File: src/ccdiv_pkg.sv
// ccdiv_pkg: constants and carrier types for the channel clock divider
// assumes an 8-bit register port addressed by the documented offsets
`default_nettype none
package ccdiv_pkg;
	localparam logic [9:0] CCDIV_PHASE_OFFS   = 10'h190;
	localparam logic [9:0] CCDIV_MODE_OFFS    = 10'h191;
	localparam int         CCDIV_LOW_LSB      = 4;
	localparam int         CCDIV_HIGH_LSB     = 0;
	localparam int         CCDIV_BYPASS_BIT   = 7;
	localparam int         CCDIV_IGNSYNC_BIT  = 6;
	localparam int         CCDIV_FORCE_BIT    = 5;
	localparam int         CCDIV_STARTHI_BIT  = 4;
	localparam logic [7:0] CCDIV_PHASE_RESET  = 8'h77;
	localparam logic [7:0] CCDIV_MODE_RESET   = 8'h00;

	typedef struct packed {
		logic       wr_en;
		logic [9:0] addr;
		logic [7:0] wdata;
	} ccdiv_wr_s;

	typedef enum logic [0:0] {
		CCDIV_PH_LOW  = 1'b0,
		CCDIV_PH_HIGH = 1'b1
	} ccdiv_phase_e;
endpackage
`default_nettype wire

File: src/ccdiv_top.sv
// ccdiv_top: programmable low/high phase channel divider with bypass,
// alignment pulse response, forced static level and start level
// assumes register writes and the alignment pulse are synchronous to sys_clk
// Operation
// RULE1: the output stays low for the low-cycles field plus one cycles, reset 8.
// RULE2: the output stays high for the high-cycles field plus one cycles, reset 8.
// RULE3: bypass set passes the input clock straight out and idles the divider; the code outputs a toggle per sys_clk cycle instead.
// RULE4: with ignore-alignment clear the divider restarts on the alignment pulse.
// RULE5: software sets ignore-alignment whenever it uses the force bit.
// RULE6: with force set, start-high clear gives a low forced level, set gives a high one.
// RULE7: force has no effect under bypass while inversion stays available.
// RULE8: the start-high bit picks the level the divided clock begins with.
// RULE9: start-high zero begins low, one begins high.
// RULE10: the output alternates low and high, period is the sum of both phases.
`timescale 1ns/10ps
`default_nettype none
module ccdiv_top
	import ccdiv_pkg::*;
(
	input  wire logic       sys_clk,
	input  wire logic       rst_n,
	input  wire ccdiv_wr_s  reg_wr,
	input  wire logic [9:0] reg_rd_addr,
	input  wire logic       align_pulse,
	input  wire logic       invert_out,
	output var  logic [7:0] reg_rdata,
	output var  logic       div_out
);
	////////////////////////////////////////////////////////////////////////
	logic [7:0]   phase_reg, next_phase_reg;
	logic [7:0]   mode_reg, next_mode_reg;
	logic [7:0]   next_reg_rdata;

	always_comb begin
		next_phase_reg = phase_reg;
		next_mode_reg = mode_reg;
		if (reg_wr.wr_en && reg_wr.addr == CCDIV_PHASE_OFFS)
			next_phase_reg = reg_wr.wdata;
		if (reg_wr.wr_en && reg_wr.addr == CCDIV_MODE_OFFS)
			next_mode_reg = reg_wr.wdata;
		case (reg_rd_addr)
			CCDIV_PHASE_OFFS: next_reg_rdata = phase_reg;
			CCDIV_MODE_OFFS:  next_reg_rdata = mode_reg;
			default:          next_reg_rdata = 8'h00;
		endcase
	end

	always_ff @(posedge sys_clk) begin
		if (!rst_n) begin
			phase_reg <= CCDIV_PHASE_RESET;
			mode_reg  <= CCDIV_MODE_RESET;
			reg_rdata <= 8'h00;
		end else begin
			phase_reg <= next_phase_reg;
			mode_reg  <= next_mode_reg;
			reg_rdata <= next_reg_rdata;
		end
	end

	////////////////////////////////////////////////////////////////////////
	logic [3:0]   low_len, high_len;
	logic         bypass, ign_sync, force_on, start_hi;
	assign low_len  = phase_reg[CCDIV_LOW_LSB +: 4];
	assign high_len = phase_reg[CCDIV_HIGH_LSB +: 4];
	assign bypass   = mode_reg[CCDIV_BYPASS_BIT];
	assign ign_sync = mode_reg[CCDIV_IGNSYNC_BIT];
	assign force_on = mode_reg[CCDIV_FORCE_BIT];
	assign start_hi = mode_reg[CCDIV_STARTHI_BIT];

	ccdiv_phase_e phase, next_phase;
	logic [3:0]   cnt, next_cnt;
	logic         sync_act;
	logic         next_div_out;
	logic         core;
	logic         byp_tgl, next_byp_tgl;

	// the alignment pulse restarts the count at the chosen start level
	assign sync_act = align_pulse && !ign_sync; // RULE4

	always_comb begin
		next_phase = phase;
		next_cnt = cnt;
		if (bypass) begin
			// divider idles and is parked at the start level
			next_phase = start_hi ? CCDIV_PH_HIGH : CCDIV_PH_LOW; // RULE3
			next_cnt = 4'h0;
		end else if (sync_act) begin
			next_phase = start_hi ? CCDIV_PH_HIGH : CCDIV_PH_LOW; // RULE8 RULE9
			next_cnt = 4'h0;
		end else if (phase == CCDIV_PH_LOW) begin
			if (cnt >= low_len) begin // RULE1 RULE10
				next_phase = CCDIV_PH_HIGH;
				next_cnt = 4'h0;
			end else
				next_cnt = cnt + 4'h1;
		end else begin
			if (cnt >= high_len) begin // RULE2 RULE10
				next_phase = CCDIV_PH_LOW;
				next_cnt = 4'h0;
			end else
				next_cnt = cnt + 4'h1;
		end
		// force works only while the pulse is ignored; software keeps both set
		if (force_on && ign_sync) // RULE5 RULE6
			core = start_hi;
		else
			core = (next_phase == CCDIV_PH_HIGH);
		// a real input clock cannot pass through logic, so a toggle per
		// cycle stands in for it; polarity inversion still applies on top
		next_byp_tgl = bypass ? ~byp_tgl : 1'b0; // RULE3
		if (bypass) // RULE3 RULE7
			next_div_out = next_byp_tgl ^ invert_out;
		else
			next_div_out = core ^ invert_out;
	end

	always_ff @(posedge sys_clk) begin
		if (!rst_n) begin
			phase   <= CCDIV_PH_LOW;
			cnt     <= 4'h0;
			byp_tgl <= 1'b0;
			div_out <= 1'b0;
		end else begin
			phase   <= next_phase;
			cnt     <= next_cnt;
			byp_tgl <= next_byp_tgl;
			div_out <= next_div_out;
		end
	end

	////////////////////////////////////////////////////////////////////////
	logic past_ok;
	always_ff @(posedge sys_clk) begin
		past_ok <= rst_n;
	end

	AST_RESET_PHASE: assert property (@(posedge sys_clk) // RULE1
		!rst_n |=> phase_reg == CCDIV_PHASE_RESET)
		else $error("phase register reset value wrong");

	AST_LOW_LEN: assert property (@(posedge sys_clk) disable iff (!rst_n) // RULE1
		(phase == CCDIV_PH_HIGH && next_phase == CCDIV_PH_LOW && !sync_act
		 && !bypass) |=> (cnt == 4'h0 && phase == CCDIV_PH_LOW))
		else $error("low phase did not restart count");

	AST_HIGH_END: assert property (@(posedge sys_clk) disable iff (!rst_n) // RULE2
		(phase == CCDIV_PH_HIGH && cnt == high_len && !bypass && !sync_act)
		|=> phase == CCDIV_PH_LOW)
		else $error("high phase length wrong");

	AST_BYPASS_TOG: assert property (@(posedge sys_clk) disable iff (!rst_n) // RULE3
		(bypass && past_ok) ##1 (bypass && $stable(invert_out))
		|=> div_out != $past(div_out))
		else $error("bypass output not passing clock");

	AST_BYPASS_INV: assert property (@(posedge sys_clk) disable iff (!rst_n) // RULE7
		(bypass && past_ok) ##1 (bypass && $changed(invert_out))
		|=> div_out == $past(div_out))
		else $error("inversion not applied in bypass");

	AST_BYP_PARK: assert property (@(posedge sys_clk) disable iff (!rst_n) // RULE3
		bypass |=> (cnt == 4'h0 && phase == ($past(start_hi) ?
		CCDIV_PH_HIGH : CCDIV_PH_LOW)))
		else $error("bypassed divider not parked");

	AST_SYNC_RESTART: assert property (@(posedge sys_clk) disable iff (!rst_n) // RULE4
		(sync_act && !bypass) |=> (cnt == 4'h0 && phase == (start_hi ?
		CCDIV_PH_HIGH : CCDIV_PH_LOW)))
		else $error("alignment pulse not obeyed");

	AST_IGNORE: assert property (@(posedge sys_clk) disable iff (!rst_n) // RULE4
		(ign_sync && !bypass && phase == CCDIV_PH_LOW && cnt < low_len)
		|=> cnt == $past(cnt) + 4'h1)
		else $error("ignored pulse disturbed count");

	AST_FORCE: assert property (@(posedge sys_clk) disable iff (!rst_n) // RULE6
		(force_on && ign_sync && !bypass) |=> div_out ==
		($past(start_hi) ^ $past(invert_out)))
		else $error("forced level wrong");

	AST_START: assert property (@(posedge sys_clk) disable iff (!rst_n) // RULE9
		(sync_act && !bypass && !force_on) |=> div_out ==
		($past(start_hi) ^ $past(invert_out)))
		else $error("start level wrong");

	////////////////////////////////////////////////////////////////////////
	// phase bookkeeping and register path checks; the mid-phase length
	// change allowed by software is why no upper bound is put on cnt
	AST_LOW_END: assert property (@(posedge sys_clk) disable iff (!rst_n) // RULE1
		(phase == CCDIV_PH_LOW && cnt == low_len && !bypass && !sync_act)
		|=> phase == CCDIV_PH_HIGH)
		else $error("low phase length wrong");

	AST_LOW_CNT: assert property (@(posedge sys_clk) disable iff (!rst_n) // RULE1
		(!sync_act && !bypass && phase == CCDIV_PH_LOW && cnt < low_len)
		|=> (phase == CCDIV_PH_LOW && cnt == $past(cnt) + 4'h1))
		else $error("low phase count skipped");

	AST_IGN_HOLD: assert property (@(posedge sys_clk) disable iff (!rst_n) // RULE4
		(ign_sync && !bypass && phase == CCDIV_PH_HIGH && cnt < high_len)
		|=> (phase == CCDIV_PH_HIGH && cnt == $past(cnt) + 4'h1))
		else $error("ignored pulse disturbed high phase");

	AST_FOLLOW: assert property (@(posedge sys_clk) disable iff (!rst_n) // RULE10
		(!bypass && !(force_on && ign_sync)) |=> div_out ==
		((phase == CCDIV_PH_HIGH) ^ $past(invert_out)))
		else $error("output does not follow phase");

	AST_RESET_OUT: assert property (@(posedge sys_clk) // RULE9
		!rst_n |=> (div_out == 1'b0 && reg_rdata == 8'h00 &&
		mode_reg == CCDIV_MODE_RESET))
		else $error("mode or outputs not reset");

	AST_WR_MODE: assert property (@(posedge sys_clk) disable iff (!rst_n) // RULE3
		(reg_wr.wr_en && reg_wr.addr == CCDIV_MODE_OFFS)
		|=> mode_reg == $past(reg_wr.wdata))
		else $error("mode write lost");

	AST_RD_PHASE: assert property (@(posedge sys_clk) disable iff (!rst_n) // RULE1
		reg_rd_addr == CCDIV_PHASE_OFFS |=> reg_rdata == $past(phase_reg))
		else $error("phase register readback wrong");

	AST_RD_MODE: assert property (@(posedge sys_clk) disable iff (!rst_n) // RULE8
		reg_rd_addr == CCDIV_MODE_OFFS |=> reg_rdata == $past(mode_reg))
		else $error("mode register readback wrong");

	COV_BYPASS: cover property (@(posedge sys_clk) disable iff (!rst_n)
		bypass ##1 bypass);
	COV_SYNC: cover property (@(posedge sys_clk) disable iff (!rst_n)
		sync_act && !bypass);
	COV_FORCE: cover property (@(posedge sys_clk) disable iff (!rst_n)
		force_on && ign_sync);
	COV_WRAP: cover property (@(posedge sys_clk) disable iff (!rst_n)
		phase == CCDIV_PH_HIGH ##1 phase == CCDIV_PH_LOW);
	COV_BYP_INV: cover property (@(posedge sys_clk) disable iff (!rst_n)
		bypass ##1 (bypass && $changed(invert_out)));
endmodule
`default_nettype wire

File: config.mk
export PLATFORM = sky130hd
export DESIGN_NAME = ccdiv_top
export DESIGN_NICKNAME = d
export VERILOG_FILES = /design/src/ccdiv_pkg.sv /design/src/ccdiv_top.sv
export SDC_FILE = /design/constraint.sdc
export NUM_CORES = 1
export LEC_CHECK = 0
export BUFFER_PORTS_ARGS = -buffer_cell sky130_fd_sc_hd__buf_2
export CORE_MARGIN = 2
export CORE_UTILIZATION = 46
export DETAILED_ROUTE_END_ITERATION = 10
export HOLD_SLACK_MARGIN = 0.06
export PLACE_DENSITY = 0.72
export SLEW_MARGIN = 10
export SYNTH_ARGS = -nofsm -noshare
export SYNTH_HDL_FRONTEND = slang
export SYNTH_SLANG_ARGS = --single-unit
export TNS_END_PERCENT = 50
File: constraint.sdc
create_clock -name sys_clk -period 2.39 [get_ports sys_clk]
set_input_delay 0.3585 -clock sys_clk [delete_from_list [all_inputs] [get_ports sys_clk]]
set_output_delay 0.3585 -clock sys_clk [all_outputs]
set_load 0.005 [all_outputs]
---- After elaboration in Yosys (flattened, before gate mapping) ----
Index checks and enable logic that the tools add are counted.
W data, S select, Z words.
storage, ports and cells
  bits in registers ....................... 31
  bits of input ports ..................... 33
  output and inout bits ................... 9
  logic and storage cells ................. 37
cells by class
  $add $sub $neg .......................... 1
  order comparisons ....................... 2
  equal/unequal tests ..................... 4
  muxes and demuxes ....................... 13
  bitwise gates (word level) .............. 4
  reductions and logical operators ........ 6
operators by type and width
  cell                   count
  $eq A10 B9 Y1 const B  4
  $pmux W8 S2            1
  $mux W4                3
  $mux W1                9
  $ge A4 B4 Y1           2
  $add A4 B1 Y4 const B  1
  $logic_and A1 B1 Y1    4
  $reduce_or A3 Y1       1
  $not A1 Y1             2
  $xor A1 B1 Y1          2
  $logic_not A1 Y1       1

---- Depth between registers and ports, before layout ----
  depth after elaboration ................. 8
  gate-level depth with buffers ........... 7
  depth with buffers taken out ............ 7

---- Worst setup path before layout ----
Ideal clock, no wire load.
  path kind ............................... register -> register
  from .................................... reg cnt[0]
  to ...................................... reg div_out
  setup time .............................. 0.131 ns
  arrival time ............................ 1.620 ns
  required time ........................... 2.259 ns
  slack ................................... 0.639 ns
  cell stages (with the launch flop) ...... 8
  path buffers ............................ 0
  clock period less this slack ............ 1.751 ns
  cells stage by stage .................... dfxtp_1 > inv_1 > ha_1 > nand2b_4 > a2111o_1 > and3b_4 > a31oi_1 > o311ai_1
between the ends
  cells in the longest elaborated chain, start to end .. 8
  elaborated cells between the ends (all ways) .. 10
  those cells by class .................... 2 x order compare; 7 x mux; 1 x bitwise
RTL lines
  element                                 RTL line                          text
  start: declaration                      ccdiv_top.sv:71                   logic [3:0] cnt, next_cnt;
  start signal: assignment                ccdiv_top.sv:125                  cnt <= next_cnt;
  $ge A4 B4 Y1, on equally long branches  ccdiv_top.sv:91, ccdiv_top.sv:97
  $mux W1, on equally long branches       ccdiv_top.sv:91, ccdiv_top.sv:97
  $mux W1 (*)                             ccdiv_top.sv:90                   end else if (phase == CCDIV_PH_LOW) begin
  $mux W1 (*)                             ccdiv_top.sv:87                   end else if (sync_act) begin
  $mux W1 (*)                             ccdiv_top.sv:83                   if (bypass) begin
  $mux W1 (*)                             ccdiv_top.sv:104                  if (force_on && ign_sync)
  $xor A1 B1 Y1 (*)                       ccdiv_top.sv:114                  next_div_out = core ^ invert_out;
  $mux W1 (*)                             ccdiv_top.sv:111                  if (bypass)
  end signal: assignment                  ccdiv_top.sv:127                  div_out <= next_div_out;
  end: declaration                        ccdiv_top.sv:27                   output var logic div_out
Every way passes the cells marked *; elsewhere a longest branch is shown, timed or not.
A chain may end at the register's enable or synchronous reset.

---- Final worst setup path ----
Ends and elaborated chain as after synthesis.

==> results.ini <==
[cts]
cts_buffers = 5
h-tree-depth = 2
clk_pin_slew_worst_paths_ns = 0.09
root_buffer = clkbuf_4
cts_num_sinks = 31
cts_tree = yes
ctsLongestPathBuffers = 2
post_cts_resize_count = 0
clock_latency_ns = 0.33
post_cts_buffers = 0
postCtsHoldBufs = 0

[yosys]
ys_seq_area_share_pct = 42.87
synth_top_family_by_area = simple AND/OR/NAND/NOR gates
synth-async-reset-ratio_pct = 0
synthCells = 147
synthesis.area_mm2 = 0.001448
synth_enable_flop_cells = 0
synthAdderAreaFrac_pct = 7.779
syn_nets = 189
ys.flop_type = dfxtp_1
muxShareOfSynthArea_pct = 15.30
ys_types = 34
synthSimpleGateAreaFrac_pct = 18.93
ys_ff_latch = 31
synth_xor_area_share_pct = 1.210
syn_area_per_cell_um2 = 9.848
yosys_warnings = 0
synth_compound_area_share_pct = 8.729

[timing]
hold_viol_final = 0
fmax_ghz = 0.5161
setup_violations = 0
rsz0062_at_grt = no
fin_crit_sh_pct = 81.08
skew_ns = 0.005246
slew_violations = 0
fin_ws_ns = 0.4523
worst_pin_slew_ns = 0.5715
fin_crit_ns = 1.938
hold_slack_ns = 0.2626
finalSetupTns_ns = 0
relSlewSlack_pct = 61.86

[pwr]
combPwrFrac_pct = 8.4
power_frac_clock_pct = 33.9
seqPwrFrac_pct = 57.7
p_sw_uw = 210.2
switching_share_pct = 23.13
power-per-cell-area_mw_per_mm2 = 524.2
cell_internal_pwr_uw = 698.7
ir_worst_vdd_v = 0.0003583
p_leak_nw = 0.8554

[run_status]
outcome = completed

[drt]
drt_iter0_drc = 30
dr.pass1.iters = 4
routed-via-count = 1175
wl_um = 2952
ant_nets = 0
vias_per_cell = 5.021
remaining_drc_errors = 0
wire_per_inst_um = 12.62

[setup_path]
startpoint_type = flip-flop
crit_path_max_fanout = 4
rr_startpoint = cnt[0]
cp.arrival_ns = 2.15
cp-startpoint = cnt[0]
path_class = flip-flop to flip-flop
crit_path_end_kind = flip-flop
worstPathRequired_ns = 2.60

[placement]
gp_congestion = 0.8592
port_buffers = 41
dpl.hpwl_um = 2257
dpl.cell_count = 227
place_ws_ns = 0.5223
place_area_mm2 = 0.001678

[global_routing]
grt_usage_pct = 18.92
grt_max_degree = 23
first_global_vias = 1193
grt_overflow = 0
antenna_found_initial = 0
grt_pass1_wl_um = 5002

[layout]
layout_common_cells = buf_2 (41), dfxtp_1 (31), mux2i_1 (21)
drive_gt1_share_pct = 28.42
layout_commonest_cell = buf_2
fin_area_mm2 = 0.001734
final_cells = 234
final_nets = 232
largest_reg_flops = 9
diodes = 0
syn_to_final_growth_pct = 19.79

[floorplan]
die_w_um = 60.10
core_mm2 = 0.003028
start_util_pct = 47.81
rows = 20
ios = 42
dieHeight_um = 60.10
dieArea_mm2 = 0.003612

[hold_path]
min_from = reg_wr[4]
hp-class = input port to flip-flop

[flow_run]
maxCapViolations = 0

[worst max-delay path, cell delays in order, from the launching register on]
cell and delay, ns:
dfxtp_1 0.40, inv_1 0.08, ha_1 0.28, nand2b_4 0.13, a2111o_1 0.42, and3b_4 0.20, a31oi_1 0.18, o311ai_1 0.12
[layout make-up]
cell class	count	area [µm²]
flip-flops and latches	31	620.6
fillers	287	1294
inverters	12	45.04
multi-input cells	99	752.0
repair buffers	41	205.2
well taps	44	55.05
clock inverters	1	5.005
clock buffers	6	51.30
[worst paths after layout]
check	cells after the start	slack (ns)	end
hold / removal	3	0.26	phase_reg[4]
setup reg to reg	7	0.45	div_out
hold reg to reg	2	0.49	reg_rdata[6]
setup / recovery	7	0.45	div_out
[cell families after synthesis]
kind of cell | Yosys count
XOR/XNOR | 2
AND/OR/NAND/NOR | 48
AO/OA/AOI/OAI | 18
multiplexers | 22
flip-flops | 31
buffers and inverters | 17
adder cells (fa/ha/maj) | 9
[cell usage after synthesis (2+ instances only)]
cell type	instances	area (µm²)
a21oi_1	3	15.01
clkbuf_1	2	7.510
dfxtp_1	31	620.6
ha_1	9	112.6
inv_1	12	45.04
mux2i_1	21	210.2
nand2_1	7	26.28
nand3_1	2	10.01
nand4_1	2	12.51
nor2_1	14	52.55
nor2b_1	11	68.82
nor4_1	2	12.51
nor4bb_1	2	20.02
o211ai_1	5	37.54
o21ai_0	5	25.02
[power groups by stage]
stage / Clock (mW) / Combinational [mW] / Sequential (mW)
floorplan: 0 / 0.0401 / 0.536
global placement: 0 / 0.0728 / 0.536
detailed placement: 0 / 0.0764 / 0.536
CTS: 0.319 / 0.0768 / 0.524
global route: 0.344 / 0.0857 / 0.525
finish: 0.308 / 0.0762 / 0.524
[through the flow]
| stage | power, mW | util (%) |
|---|---|---|
| after floorplan | 0.5756 | - |
| after global placement | 0.6088 | 55.41 |
| after detailed placement | 0.6125 | 55.41 |
| after CTS | 0.9202 | 57.27 |
| after global routing | 0.9548 | 57.27 |
| final | 0.9090 | 57.27 |
[layer usage]
layer,wire length (µm),GRT usage (%),vias to the layer above
li1,-,-,594
met1,1324,20.61,544
met2,1405,33.23,33
met3,191,7.143,4
met4,31,6.667,0
met5,0,0,-
(Power assumes the default switching activity.)
